===== src/pcv_pkg.sv =====
package pcv_pkg;

  localparam int VEC_W         = 16;
  localparam int CTL_W         = 5;
  localparam int STAT_W        = 8;

  // Control vector fields
  localparam int CTL_ISOLATE   = 3;
  localparam int CTL_AN_ENABLE = 4;

  // Advertisement vector fields
  localparam int ADV_SGMII_ONE = 0;
  localparam int ADV_FULL_DUP  = 5;
  localparam int ADV_PAUSE_LO  = 7;
  localparam int ADV_PAUSE_HI  = 8;
  localparam int ADV_SPEED_LO  = 10;
  localparam int ADV_SPEED_HI  = 11;
  localparam int ADV_RFLT_LO   = 12;
  localparam int ADV_RFLT_HI   = 13;
  localparam int ADV_SG_DUPLEX = 12;
  localparam int ADV_ACK       = 14;
  localparam int ADV_PHY_LINK  = 15;

  // Fixed word used when the SGMII end is on the MAC side, facing a PHY
  localparam logic [15:0] ADV_MAC_FIXED = 16'h4001;
  localparam logic [15:0] ADV_RESET     = 16'h0000;
  localparam logic [4:0]  CTL_RESET     = 5'h00;
  localparam logic [7:0]  STAT_RESET    = 8'h00;

  // Status vector fields
  localparam int ST_LINK       = 0;
  localparam int ST_SYNC       = 1;
  localparam int ST_CFG_SETS   = 2;
  localparam int ST_IDLE_SETS  = 3;
  localparam int ST_BAD_SET    = 4;
  localparam int ST_DISP       = 5;
  localparam int ST_NOTABLE    = 6;
  localparam int ST_PHY_LINK   = 7;

  typedef enum logic [1:0] {
    PCV_BASEX,
    PCV_SGMII_PHY,
    PCV_SGMII_MAC
  } pcv_mode_type;

  // Live indications from the receive path, all in the core clock domain
  typedef struct packed {
    logic syncOk;
    logic anComplete;
    logic xcvrResetDone;
    logic configSetsSeen;
    logic idleSetsSeen;
    logic badSetSeen;
    logic disparityFault;
    logic unknownCodeGroup;
  } pcv_rx_ind_type;

endpackage


===== src/pcs_config_status_vectors.sv =====
`timescale 1ns/1ps
`default_nettype none

module pcs_config_status_vectors
  import pcv_pkg::*;
#(
  parameter bit AN_PRESENT = 1'b1
) (
  input  wire logic              core_clk,
  input  wire logic              rst,
  input  wire logic [CTL_W-1:0]  controlVector,
  input  wire logic [VEC_W-1:0]  advertisement_settings_bus,
  input  wire logic              sgmiiMode,
  input  wire logic              macSide,
  input  wire logic [VEC_W-1:0]  partnerAbility,
  input  wire pcv_rx_ind_type    rxInd,
  output logic                   isolateClient,
  output logic                   anEnabled,
  output logic      [VEC_W-1:0]  advertisement_word,
  output logic      [STAT_W-1:0] statusVector
);

  typedef struct packed {
    logic [CTL_W-1:0]  ctl;
    logic [VEC_W-1:0]  adv;
    logic [STAT_W-1:0] stat;
  } pcv_state_type;

  pcv_state_type state_q;
  pcv_state_type state_d;
  pcv_mode_type  mode;
  logic [VEC_W-1:0] mappedWord;
  logic          anOn;
  logic          syncUp;
  logic          linkUp;

  always_comb begin
    if (!sgmiiMode) begin
      mode = PCV_BASEX;
    end else if (macSide) begin
      mode = PCV_SGMII_MAC;
    end else begin
      mode = PCV_SGMII_PHY;
    end
  end

  pcv_adv_map u_adv_map (
    .mode        (mode),
    .settingsBus (advertisement_settings_bus),
    .wordOut     (mappedWord)
  );

  always_comb begin
    state_d = state_q;
    // Control bits are loaded straight from the vector each cycle
    anOn   = AN_PRESENT && controlVector[CTL_AN_ENABLE];
    state_d.ctl = controlVector;
    // Stored enable is already masked by the build option
    state_d.ctl[CTL_AN_ENABLE] = anOn;
    // Advertisement word tracks the vector or the fixed MAC word
    state_d.adv = mappedWord;

    syncUp = rxInd.syncOk;
    // Link needs sync, finished negotiation when active, and transceiver ready
    linkUp = syncUp && rxInd.xcvrResetDone
             && (!anOn || rxInd.anComplete);

    state_d.stat = STAT_RESET;
    state_d.stat[ST_LINK]      = linkUp;
    state_d.stat[ST_SYNC]      = syncUp;
    state_d.stat[ST_CFG_SETS]  = rxInd.configSetsSeen;
    state_d.stat[ST_IDLE_SETS] = rxInd.idleSetsSeen;
    state_d.stat[ST_BAD_SET]   = rxInd.badSetSeen;
    state_d.stat[ST_DISP]      = rxInd.disparityFault;
    state_d.stat[ST_NOTABLE]   = rxInd.unknownCodeGroup;
    unique case (mode)
      PCV_SGMII_MAC: begin
        state_d.stat[ST_PHY_LINK] = partnerAbility[ADV_PHY_LINK]
                                    && rxInd.anComplete;
      end
      PCV_SGMII_PHY: begin
        state_d.stat[ST_PHY_LINK] = mappedWord[ADV_PHY_LINK]
                                    && rxInd.anComplete;
      end
      PCV_BASEX: begin
        state_d.stat[ST_PHY_LINK] = 1'b0;
      end
      default: begin
        state_d.stat[ST_PHY_LINK] = 1'b0;
      end
    endcase
  end

  always_ff @(posedge core_clk) begin
    if (rst) begin
      state_q <= '{ctl: CTL_RESET, adv: ADV_RESET, stat: STAT_RESET};
    end else begin
      state_q <= state_d;
    end
  end

  always_comb begin
    isolateClient      = state_q.ctl[CTL_ISOLATE];
    anEnabled          = state_q.ctl[CTL_AN_ENABLE];
    advertisement_word = state_q.adv;
    statusVector       = state_q.stat;
  end

endmodule

`default_nettype wire


===== src/pcv_adv_map.sv =====
`timescale 1ns/1ps
`default_nettype none

module pcv_adv_map
  import pcv_pkg::*;
(
  input  wire pcv_mode_type      mode,
  input  wire logic [VEC_W-1:0]  settingsBus,
  output logic      [VEC_W-1:0]  wordOut
);

  always_comb begin
    wordOut = '0;
    unique case (mode)
      PCV_BASEX: begin
        wordOut[ADV_FULL_DUP]                = settingsBus[ADV_FULL_DUP];
        wordOut[ADV_PAUSE_HI:ADV_PAUSE_LO]   = settingsBus[ADV_PAUSE_HI:ADV_PAUSE_LO];
        wordOut[ADV_RFLT_HI:ADV_RFLT_LO]     = settingsBus[ADV_RFLT_HI:ADV_RFLT_LO];
      end
      PCV_SGMII_PHY: begin
        wordOut[ADV_SGMII_ONE]               = 1'b1;
        wordOut[ADV_SPEED_HI:ADV_SPEED_LO]   = settingsBus[ADV_SPEED_HI:ADV_SPEED_LO];
        wordOut[ADV_SG_DUPLEX]               = settingsBus[ADV_SG_DUPLEX];
        wordOut[ADV_ACK]                     = settingsBus[ADV_ACK];
        wordOut[ADV_PHY_LINK]                = settingsBus[ADV_PHY_LINK];
      end
      PCV_SGMII_MAC: begin
        wordOut = ADV_MAC_FIXED;
      end
      default: begin
        wordOut = '0;
      end
    endcase
  end

endmodule

`default_nettype wire


===== config.mk =====
export PLATFORM = sky130hd
export DESIGN_NAME = pcs_config_status_vectors
export DESIGN_NICKNAME = d
export VERILOG_FILES = /design/src/pcv_pkg.sv /design/src/pcs_config_status_vectors.sv /design/src/pcv_adv_map.sv
export SDC_FILE = /design/constraint.sdc
export NUM_CORES = 1
export LEC_CHECK = 0
export BUFFER_PORTS_ARGS = -buffer_cell sky130_fd_sc_hd__buf_2
export CELL_PAD_IN_SITES_DETAIL_PLACEMENT = 0
export CELL_PAD_IN_SITES_GLOBAL_PLACEMENT = 1
export CORE_UTILIZATION = 21
export DETAILED_ROUTE_END_ITERATION = 7
export PLACE_DENSITY = 0.74
export SYNTH_ARGS = -nofsm -noshare
export SYNTH_HDL_FRONTEND = slang
export SYNTH_SLANG_ARGS = --single-unit

===== constraint.sdc =====
create_clock -name core_clk -period 0.8 [get_ports core_clk]
set_input_delay 0.12 -clock core_clk [delete_from_list [all_inputs] [get_ports core_clk]]
set_output_delay 0.12 -clock core_clk [all_outputs]
set_load 0.05 [all_outputs]

After elaboration in Yosys (flattened, before gate mapping)
Index checks and enable logic that the tools add are counted.
- input port bits: 49
- register bits after elaboration: 29
- output and inout bits: 26
- logic and storage cells: 29
- equality and inequality tests: 2
- muxes and demuxes: 5
- bitwise logic cells: 3
- reductions and logical operators: 12
- operators with widths (kind ; count):
    $reduce_or 2->1 ; 5
    $logic_and 1x1->1 ; 4
    $mux 2 ; 2
    $pmux 2 s2 ; 1
    $not 1->1 ; 3
    $eq 2x1->1 const B ; 1
    $eq 2x2->1 const B ; 1
    $logic_not 2->1 ; 1
    $pmux 1 s2 ; 1
    $logic_not 1->1 ; 1
    $logic_or 1x1->1 ; 1
    $mux 1 ; 1

Longest topological paths before layout
Gate-level depths: netlist (run 1).
- word-level depth: 6
- depth in mapped cells: 3
- mapped depth without buffers: 2

By module
From an unflattened synthesis (run 1), not the netlist that was laid out.
- cells, all modules: 81
- area total of the unflattened synthesis: 902.1 um^2
- modules (own cells, without submodules) (module ; area each (um^2) ; times used ; sequential area each (um^2) ; cells an instance):
    pcs_config_status_vectors ; 742.0 ; 1 ; 520.5 ; 59
    pcv_adv_map ; 160.2 ; 1 ; 0.0 ; 22

Worst setup path after synthesis (run 1)
Ideal clock, no wire load.
- path kind: register to output
- start point: reg state_q, in the netlist advertisement_word[0]
- end point: out advertisement_word[0]
- data required time: 0.680 ns
- buffers on the path: 0
- cell stages (with the launch flop): 1
- path slack: 0.093 ns
- arrival: 0.587 ns
- cells stage by stage: dfxtp_1
- RTL lines (element ; RTL line ; RTL):
    from (decl) ; pcs_config_status_vectors.sv:29 ; pcv_state_type state_q;
    from (signal assigned) ; pcs_config_status_vectors.sv:96 ; state_q <= '{ctl: CTL_RESET, adv: ADV_RESET, stat: STAT_RESET};
    from (signal assigned) ; pcs_config_status_vectors.sv:98 ; state_q <= state_d;
    to (decl) ; pcs_config_status_vectors.sv:19 ; output logic [VEC_W-1:0] advertisement_word,
No word-level cell between the ends.

Final worst setup path (run 1)
- start point: reg state_q, in the netlist statusVector[2]
- end point: out statusVector[2]
- RTL lines (element ; RTL line ; RTL):
    to (decl) ; pcs_config_status_vectors.sv:20 ; output logic [STAT_W-1:0] statusVector
No word-level cell between the ends.

==> results of run 1 <==
## power groups by stage
stage	Sequential [W]	Combinational (W)	Clock [W]
2_1_floorplan	0.00123	0.000147	0
3_3_place_gp	0.00107	0.000400	0
3_5_place_dp	0.00107	0.000403	0
4_1_cts	0.00107	0.000461	0.000589
5_1_grt	0.00108	0.000503	0.000634
6_report	0.00107	0.000479	0.000552
## worst min path at each step
stage / startpoint / to / slack (ns) / cells past startpoint
2_1_floorplan: macSide / advertisement_word[15]$_SDFF_PP0_ / 0.19 / 1
3_3_place_gp: advertisement_settings_bus[5] / advertisement_word[5]$_SDFF_PP0_ / 0.32 / 2
6_report: advertisement_settings_bus[7] / advertisement_word[7]$_SDFF_PP0_ / 0.03 / 2
4_1_cts: advertisement_settings_bus[7] / advertisement_word[7]$_SDFF_PP0_ / 0.01 / 2
5_1_grt: advertisement_settings_bus[5] / advertisement_word[5]$_SDFF_PP0_ / 0.02 / 2
3_5_place_dp: advertisement_settings_bus[7] / advertisement_word[7]$_SDFF_PP0_ / 0.33 / 2
## metrics by stage
| stage | std cells | setup slack, ns | power (W) | cell area, um^2 |
|---|---|---|---|---|
| after floorplan | 59 | 0.0927 | 0.00138 | 677 |
| after global placement | 127 | 0.0283 | 0.00147 | 895 |
| after detailed placement | 127 | 0.00855 | 0.00148 | 895 |
| after CTS | 131 | -0.115 | 0.00212 | 1090 |
| after global routing | 131 | -0.145 | 0.00222 | 1130 |
| final | 131 | -0.0998 | 0.00211 | 1130 |
## repair_timing
action | 4_1_cts | 5_1_grt
endpoints found under the setup margin | 20 | 20
gates resized for setup | 63 | 10
pin swaps | 0 | 0
## cells in the final DEF (no fill, tap or decap)
cell type	netlist	routed
buf_12	0	1
nand2b_1	1	1
nor3b_2	2	2
buf_2	0	23
nor2_1	3	3
and2_1	4	4
clkbuf_8	0	1
a211oi_1	1	1
nand2b_4	1	1
clkbuf_4	0	3
mux2i_1	1	1
buf_6	1	7
and2b_2	8	8
dfxtp_2	0	20
nor3b_1	2	2
and3_1	1	1
buf_8	0	13
conb_1	1	6
inv_1	2	2
## logic make-up (layout without fill, tap and decap cells)
kind of cell,after synthesis,after routing,synth area share
and+or+nand+nor,22,22,0.262
DFF,20,20,0.608
AOI/OAI and AO/OA,1,1,0.0114
muxes,1,1,0.0152
other,1,6,0.00570
buffers and inverters,9,50,0.0970
## flip-flops by register name, indices dropped and copies added (netlist names)
register / count
advertisement_word: 10
anEnabled: 1
isolateClient: 1
statusVector: 8
## final cells by class
cell class	count	area [um^2]
repair buffers	44	409
fillers	282	1720
clock buffers	4	36.3
inverters	2	7.51
flip-flops and latches	20	425
multi-input cells	30	213
well taps	31	38.8
## metal layers
metal / vias to the layer above / global-route usage / part of all wire
met5: - / 0 / 0
met1: 223 / 0.0728 / 0.33
li1: 247 / - / -
met3: 0 / 0.0179 / 0.12
met4: 0 / 0.0306 / 0
met2: 29 / 0.146 / 0.55
==> qor.yml, run 1 <==
run_status:
  status: "finished with violations"
  violations: "DRC, setup timing"
cts:
  post_cts_buffers: 0
  clockRootBuffer: "clkbuf_4"
  cts_buffers: 3
  cts_tree: "done"
  clock_path_buffers: 2
  clk_pin_slew_ns: 0.10
  htreeDepth: 1
  clock-sinks: 20
  postCtsHoldBufs: 0
setup_path:
  startpoint: "statusVector[2]$_SDFF_PP0_"
  cp.arrival_ns: 0.78
  crit_chain: "buf_8"
  cp-end-kind: "primary output"
  max_stage_delay_ns: 0.35
  cp_num_buf_inv: 1
  crit_end: "statusVector[2]"
  worst_path_dominant_cell_family: "flip-flops"
  worst_path_max_delay_cell: "dfxtp_2"
  start_kind: "flop"
  worstPathMaxFanout: 1
  cp_data_required_time_ns: 0.68
  critPathKind: "reg2out"
  cp.depth: 1
grt:
  grt_max_degree: 12
  grt_pass1_vias: 502
  grt_pass1_wl_um: 1950
  grt-ovfl-total: 0
  antenna_found_initial: 0
  gr-usage-all-layers: 0.0742
routing:
  firstDrtPassIters: 5
  wire_per_inst_um: 9.79
  totalWireLength_um: 1280
  drc: 6
  via_count: 499
  via_per_inst: 3.81
  drtIter0Drc: 17
  ant_nets: 0
synth:
  yosys.cell_types.count: 15
  yosysMostFrequentCell: "dfxtp_1"
  syn_area_um2: 658
  synth_edf_count: 0
  synthTopCellsByArea: "dfxtp_1 61%, and2b_2 11%, buf_4 6.8%"
  syn_inst: 54
  yosysWarnings: 0
  synth_area_leader_cell: "dfxtp_1"
  synth_top_area_share: 0.608
  ys_seq_area_frac: 0.608
  ys_ff_latch: 20
  synth_flop_cell: "dfxtp_1"
  synth-async-reset-ratio: 0
  synth_area_per_cell_um2: 12.2
  synth_top_cells_by_count: "20 x dfxtp_1, 8 x and2b_2, 6 x buf_4, 4 x and2_1, 3 x nor2_1"
floorplanning:
  coreArea_mm2: 0.00285
  initial_core_util: 0.231
  dieArea_mm2: 0.00336
  die_h_um: 58.0
  top_level_ports: 75
  die_x_um: 58.0
  placementRows: 19
power_and_ir_drop:
  p_sw_frac: 0.278
  p_per_area_mw_per_mm2: 1860
  clkPwrFrac: 0.262
  internal_power_w: 0.00152
  p_comb_frac: 0.227
  vdd_drop_max_mv: 0.483
  p_seq_frac: 0.511
  p_switching_w: 0.000585
  p_leak_nw: 0.551
sta:
  setup_violations: 20
  finalHoldViolations: 0
  whs_ns: 0.0251
  rsz0062_at_grt: "true"
  slew_viol_final: 0
  fin_crit_ns: 0.900
  fin_crit_sh: 1.12
  fin_ws_ns: -0.0998
  fmax_ghz: 1.11
  tns_ns: -1.79
finish:
  fin_nets: 150
  diodes: 0
  final_core_util: 0.396
  syn_to_final_growth_pct: 71.7
  layout-drive-gt1-share: 0.790
hold_path:
  hp-class: "in2reg"
run:
  drv_cap: 0
placed_design:
  portBuffers: 43
  gp_congestion: 0.596
  hpwl_um: 989
No activity file was read; power rests on OpenSTA's default activity.
==> inputs of run 2 (changes only) <==
--- a/config.mk
+++ b/config.mk
@@ -11,6 +11,7 @@
 export CORE_UTILIZATION = 21
 export DETAILED_ROUTE_END_ITERATION = 7
 export PLACE_DENSITY = 0.74
+export SKIP_CTS_REPAIR_TIMING = 1
 export SYNTH_ARGS = -nofsm -noshare
 export SYNTH_HDL_FRONTEND = slang
 export SYNTH_SLANG_ARGS = --single-unit
==> run 2 against run 1 <==
The flow still finishes with violations (DRC, setup timing). Hold slack hardly changed. Combinational power shrank 0.8%. Flip-flop and latch count unchanged. Critical path depth is the same. Utilization decreased by 0.26 points. Power is 0.14% lower. Sequential share of layout area grew 0.25 points. Global-route usage down 0.42 points. Count of clock-buffer cells in the layout unchanged. Clock power about the same. Non-clock buffer count did not move. Sequential power barely moved. Critical path type unchanged. Critical endpoint unchanged. Largest cell class unchanged. Highest routed layer unchanged.
==> qor.yml, run 2 (synthesis gave the netlist of run 1 again) <==
sta:
  fin_ws_ns: -0.100  # -0.000290 ns
  setup_violations: 20  # unchanged
  finalHoldViolations: 0  # unchanged
  rsz0062_at_grt: "true"
  fmax_ghz: 1.11  # about the same
  fin_crit_sh: 1.13  # about the same
  fin_crit_ns: 0.900  # +0.000290 ns
  tns_ns: -1.80  # -0.0152 ns
  slew_viol_final: 0  # unchanged
cts:
  clock_path_buffers: 2  # unchanged
  clk_pin_slew_ns: 0.10  # about the same
  clock-sinks: 20  # unchanged
  htreeDepth: 1  # unchanged
  cts_buffers: 3  # unchanged
  clockRootBuffer: "clkbuf_4"
  cts_tree: "done"
finish:
  fill_cells: 284  # +0.71%
  syn_to_final_growth_pct: 70.5
  final_cell_mix: "23 x buf_2, 20 x dfxtp_2, 11 x buf_8"
  postLayoutCellArea_mm2: 0.00112  # -0.66%
  largest_reg_flops: 10  # unchanged
  fin_nets: 150  # unchanged
  diodes: 0  # unchanged
  final_common_cell: "buf_2"
  layout-drive-gt1-share: 0.790  # unchanged
hold_path:
  hp-class: "in2reg"
  whs_path_depth: 2  # unchanged
  hp-start: "advertisement_settings_bus[7]"
  worstHoldEndpoint: "advertisement_word[7]$_SDFF_PP0_"
run_status:
  violations: "DRC, setup timing"
  status: "finished with violations"
placed_design:
  portBuffers: 43  # unchanged
  hpwl_um: 989  # unchanged
  gp_congestion: 0.596  # unchanged
  placed_area_um2: 895  # unchanged
grt:
  grt_max_degree: 12  # unchanged
  antenna_found_initial: 0  # unchanged
  grt_pass1_vias: 472  # -6.0%
  grt_pass1_wl_um: 1850  # -4.9%
  grt-ovfl-total: 0  # unchanged
  gr-usage-all-layers: 0.0700  # -0.00420
floorplanning:
  placementRows: 19  # unchanged
  dieArea_mm2: 0.00336  # unchanged
  coreArea_mm2: 0.00285  # unchanged
  initial_core_util: 0.231  # unchanged
  die_x_um: 58.0  # unchanged
  top_level_ports: 75  # unchanged
  die_h_um: 58.0  # unchanged
setup_path:
  cp_num_buf_inv: 1  # unchanged
  crit_chain: "buf_8"
  worst_path_dominant_cell_family: "flip-flops"
  start_kind: "flop"
  cp-end-kind: "primary output"
  cp_data_required_time_ns: 0.68  # about the same
  worstPathMaxFanout: 1  # unchanged
  max_stage_delay_ns: 0.35  # about the same
  worst_path_max_delay_cell: "dfxtp_2"
  critPathKind: "reg2out"
  cp.arrival_ns: 0.78  # about the same
routing:
  via_per_inst: 3.78  # -0.80%
  via_count: 495  # -0.80%
  wire_per_inst_um: 9.58  # -2.2%
  ant_nets: 0  # unchanged
  totalWireLength_um: 1260  # -2.2%
  firstDrtPassIters: 5  # unchanged
  drc: 6  # unchanged
  drtIter0Drc: 17  # unchanged
power_and_ir_drop:
  p_seq_frac: 0.511  # about the same
  p_sw_frac: 0.278  # +0.000286
  clkPwrFrac: 0.263  # about the same
  p_comb_frac: 0.226  # about the same
  p_leak_nw: 0.548  # -0.40%
  internal_power_w: 0.00152  # -0.17%
  vdd_drop_max_mv: 0.482  # -0.16%
  p_switching_w: 0.000584  # about the same
  p_per_area_mw_per_mm2: 1870  # +0.53%
run:
  drv_cap: 0  # unchanged
[run 2: cell types whose count changed in the layout (fill, tap and decap cells not counted)]
cell / before / now
buf_6: 7 / 9
buf_8: 13 / 11
[run 2: routing by layer]
| layer | track usage | share of wire | vias up |
|---|---|---|---|
| li1 | - | - | 247 |
| met1 | 0.0714 | 0.35 | 219 |
| met2 | 0.131 | 0.53 | 29 |
| met3 | 0.0201 | 0.12 | 0 |
| met4 | 0.0306 | 0 | 0 |
| met5 | 0 | 0 | - |
[run 2: worst max path at each step]
stage	end	startpoint	cells past startpoint
5_1_grt	statusVector[7]	statusVector[7]$_SDFF_PP0_	1
4_1_cts	statusVector[0]	statusVector[0]$_SDFF_PP0_	1
6_report	statusVector[2]	statusVector[2]$_SDFF_PP0_	1
3_3_place_gp	statusVector[0]$_SDFF_PP0_	rst	3
3_5_place_dp	statusVector[0]$_SDFF_PP0_	rst	3
2_1_floorplan	advertisement_word[0]	advertisement_word[0]$_SDFF_PP0_	0
[run 2: power groups by stage]
stage | sequential (W) | combinational [W] | clock (W)
floorplan | 0.00123 | 0.000147 | 0
global placement | 0.00107 | 0.000400 | 0
detailed placement | 0.00107 | 0.000403 | 0
CTS | 0.00105 | 0.000403 | 0.000589
global route | 0.00108 | 0.000500 | 0.000634
finish | 0.00107 | 0.000475 | 0.000552
[run 2: layout make-up]
cell class	count	area [um^2]	share of cell area
sequential	20	425	0.379
timing repair buffer	44	402	0.358
multi-input combinational	30	213	0.190
tap	31	38.8	0.0346
clock buffer	4	36.3	0.0323
inverter	2	7.51	0.00669
[run 2: through the flow]
stage / setup slack (ns) / hold slack [ns] / utilization / std cells / power [W]
5_1_grt: -0.144 / 0.0208 / 0.393 / 131 / 0.00221
2_1_floorplan: 0.0927 / 0.190 / - / 59 / 0.00138
3_5_place_dp: 0.00855 / 0.327 / 0.314 / 127 / 0.00148
3_3_place_gp: 0.0283 / 0.321 / 0.314 / 127 / 0.00147
4_1_cts: -0.210 / 0.0110 / 0.326 / 131 / 0.00204
6_report: -0.100 / 0.0248 / 0.393 / 131 / 0.00210
==> inputs of run 3 (changes only) <==
--- a/config.mk
+++ b/config.mk
@@ -5,12 +5,15 @@
 export SDC_FILE = /design/constraint.sdc
 export NUM_CORES = 1
 export LEC_CHECK = 0
+export ABC_CLOCK_PERIOD_IN_PS = 800
 export BUFFER_PORTS_ARGS = -buffer_cell sky130_fd_sc_hd__buf_2
 export CELL_PAD_IN_SITES_DETAIL_PLACEMENT = 0
 export CELL_PAD_IN_SITES_GLOBAL_PLACEMENT = 1
-export CORE_UTILIZATION = 21
+export CORE_MARGIN = 4
+export CORE_UTILIZATION = 22
+export CTS_BUF_LIST = sky130_fd_sc_hd__clkbuf_8
 export DETAILED_ROUTE_END_ITERATION = 7
-export PLACE_DENSITY = 0.74
+export PLACE_DENSITY = 0.77
 export SKIP_CTS_REPAIR_TIMING = 1
 export SYNTH_ARGS = -nofsm -noshare
 export SYNTH_HDL_FRONTEND = slang
==> run 3 against run 2 <==
The run ends with setup timing left. Non-clock buffer count increased by 1. Utilization increased by 1.7 points. Combinational power about the same. Critical path depth unchanged. Hold slack improved by 0.037 ns.
==> qor.yml, run 3 (synthesis gave the netlist of run 1 again) <==
floorplanning:
  dieArea_mm2: 0.00393  # +17%
  top_level_ports: 75  # unchanged
  initial_core_util: 0.235  # +0.00391
  die_x_um: 62.7  # +8.1%
  coreArea_mm2: 0.00281  # -1.7%
  placementRows: 19  # unchanged
  die_h_um: 62.7  # +8.1%
routing:
  wl_met2_um: 755  # +13%
  met3_length_um: 201  # +39%
  top_layer: "met3"
  via_count: 510  # +3.0%
  wire_per_inst_um: 11.1  # +16%
  totalWireLength_um: 1460  # +16%
  via_per_inst: 3.86  # +2.2%
  wl_met1_um: 506  # +14%
  drtIter0Drc: 6  # -11
  ant_nets: 0  # unchanged
  firstDrtPassIters: 3  # -2
  drc: 0  # -6
power_and_ir_drop:
  p_seq_frac: 0.467  # -0.044
  p_sw_frac: 0.272  # -0.00638
  p_comb_frac: 0.207  # -0.019
  internal_power_w: 0.00168  # +11%
  vdd_drop_max_mv: 1.04  # +120%
  p_leak_nw: 0.561  # +2.2%
  p_per_area_mw_per_mm2: 2000  # +7.0%
  clkPwrFrac: 0.326  # +0.063
  p_switching_w: 0.000626  # +7.2%
placed_design:
  gp_congestion: 0.645  # +8.1%
  hpwl_um: 1160  # +18%
  portBuffers: 43  # unchanged
sta:
  fin_crit_ns: 0.860  # -0.0405 ns
  fmax_ghz: 1.16  # +4.7%
  tns_ns: -0.952  # +0.848 ns
  slew_viol_final: 0  # unchanged
  rsz0062_at_grt: "true"
  fin_crit_sh: 1.07  # -0.0506
  fin_ws_ns: -0.0596  # +0.0405 ns
  finalHoldViolations: 0  # unchanged
  setup_violations: 20  # unchanged
run_status:
  status: "finished with violations"
  violations: "setup timing"
hold_path:
  hp-class: "in2reg"
grt:
  grt_pass1_wl_um: 2150  # +16%
  gr-usage-all-layers: 0.0708  # +0.000782
  grt_pass1_vias: 502  # +6.4%
  grt_max_degree: 12  # unchanged
  grt-ovfl-total: 0  # unchanged
  antenna_found_initial: 0  # unchanged
finish:
  multi_input_area_um2: 213  # unchanged
  final_common_cell: "buf_2"
  largest_reg_flops: 10  # unchanged
  fin_nets: 151  # +0.67%
  final_cell_mix: "23 x buf_2, 20 x dfxtp_2, 15 x buf_8"
  layout-drive-gt1-share: 0.792  # +0.00208
  fill_cells: 272  # -4.2%
  diodes: 0  # unchanged
  final_core_util: 0.410  # +0.0169
  ff_latch_area_um2: 425  # unchanged
  syn_to_final_growth_pct: 74.9
cts:
  clockRootBuffer: "clkbuf_8"
  clock_path_buffers: 2  # unchanged
  clock-sinks: 20  # unchanged
  htreeDepth: 1  # unchanged
  clk_pin_slew_ns: 0.07  # -0.03 ns
  cts_buffers: 3  # unchanged
  cts_tree: "done"
setup_path:
  cp_num_buf_inv: 1  # unchanged
  cp-end-kind: "primary output"
  start_kind: "flop"
  cp_data_required_time_ns: 0.68  # about the same
  crit_chain: "buf_8"
  max_stage_delay_ns: 0.34  # about the same
  cp.arrival_ns: 0.74  # -0.04 ns
  worstPathMaxFanout: 1  # unchanged
  critPathKind: "reg2out"
  worst_path_max_delay_cell: "dfxtp_2"
  worst_path_dominant_cell_family: "flip-flops"
run:
  drv_cap: 0  # unchanged
## run 3: cell count changes in the layout (fill, tap and decap cells not counted)
cell      delta
buf_12       -1
buf_6        -4
buf_8        +4
buf_4        +2
clkbuf_8     +3
clkbuf_4     -3
## run 3: per-layer routing
layer,vias to the layer above,GRT usage
met1,228,0.0712
met5,-,0
met3,0,0.0576
met4,0,0.00826
met2,34,0.117
li1,248,-
## run 3: cell type report
class | instances | share of cell area
flip-flops and latches | 20 | 0.370
repair buffers | 45 | 0.358
multi-input cells | 30 | 0.185
clock buffers | 4 | 0.0478
well taps | 31 | 0.0337
inverters | 2 | 0.00652
## run 3: path summary, 6_finish.rpt
kind | slack (ns) | cells after the start | to | start
min | 0.06 | 2 | advertisement_word[5]$_SDFF_PP0_ | advertisement_settings_bus[5]
max | -0.06 | 1 | advertisement_word[12] | advertisement_word[12]$_SDFF_PP0_
## run 3: power by group through the flow
| stage | clock, W | sequential, W | combinational [W] |
|---|---|---|---|
| after detailed placement | 0 | 0.00107 | 0.000402 |
| final | 0.000752 | 0.00108 | 0.000477 |
| after CTS | 0.000789 | 0.00105 | 0.000402 |
| after floorplan | 0 | 0.00123 | 0.000147 |
| after global routing | 0.000831 | 0.00108 | 0.000500 |
| after global placement | 0 | 0.00107 | 0.000398 |
## run 3: stage by stage
| stage | power (W) | instances | worst slack (ns) | hold WS (ns) | instance area, um^2 |
|---|---|---|---|---|---|
| 6_report | 0.00231 | 132 | -0.0596 | 0.0621 | 1150 |
| 5_1_grt | 0.00241 | 132 | -0.0875 | 0.0598 | 1150 |
| 4_1_cts | 0.00224 | 132 | -0.168 | 0.0549 | 945 |
| 3_5_place_dp | 0.00148 | 128 | 0.00295 | 0.324 | 890 |
| 3_3_place_gp | 0.00147 | 128 | 0.00597 | 0.324 | 890 |
| 2_1_floorplan | 0.00138 | 59 | 0.0927 | 0.190 | 677 |
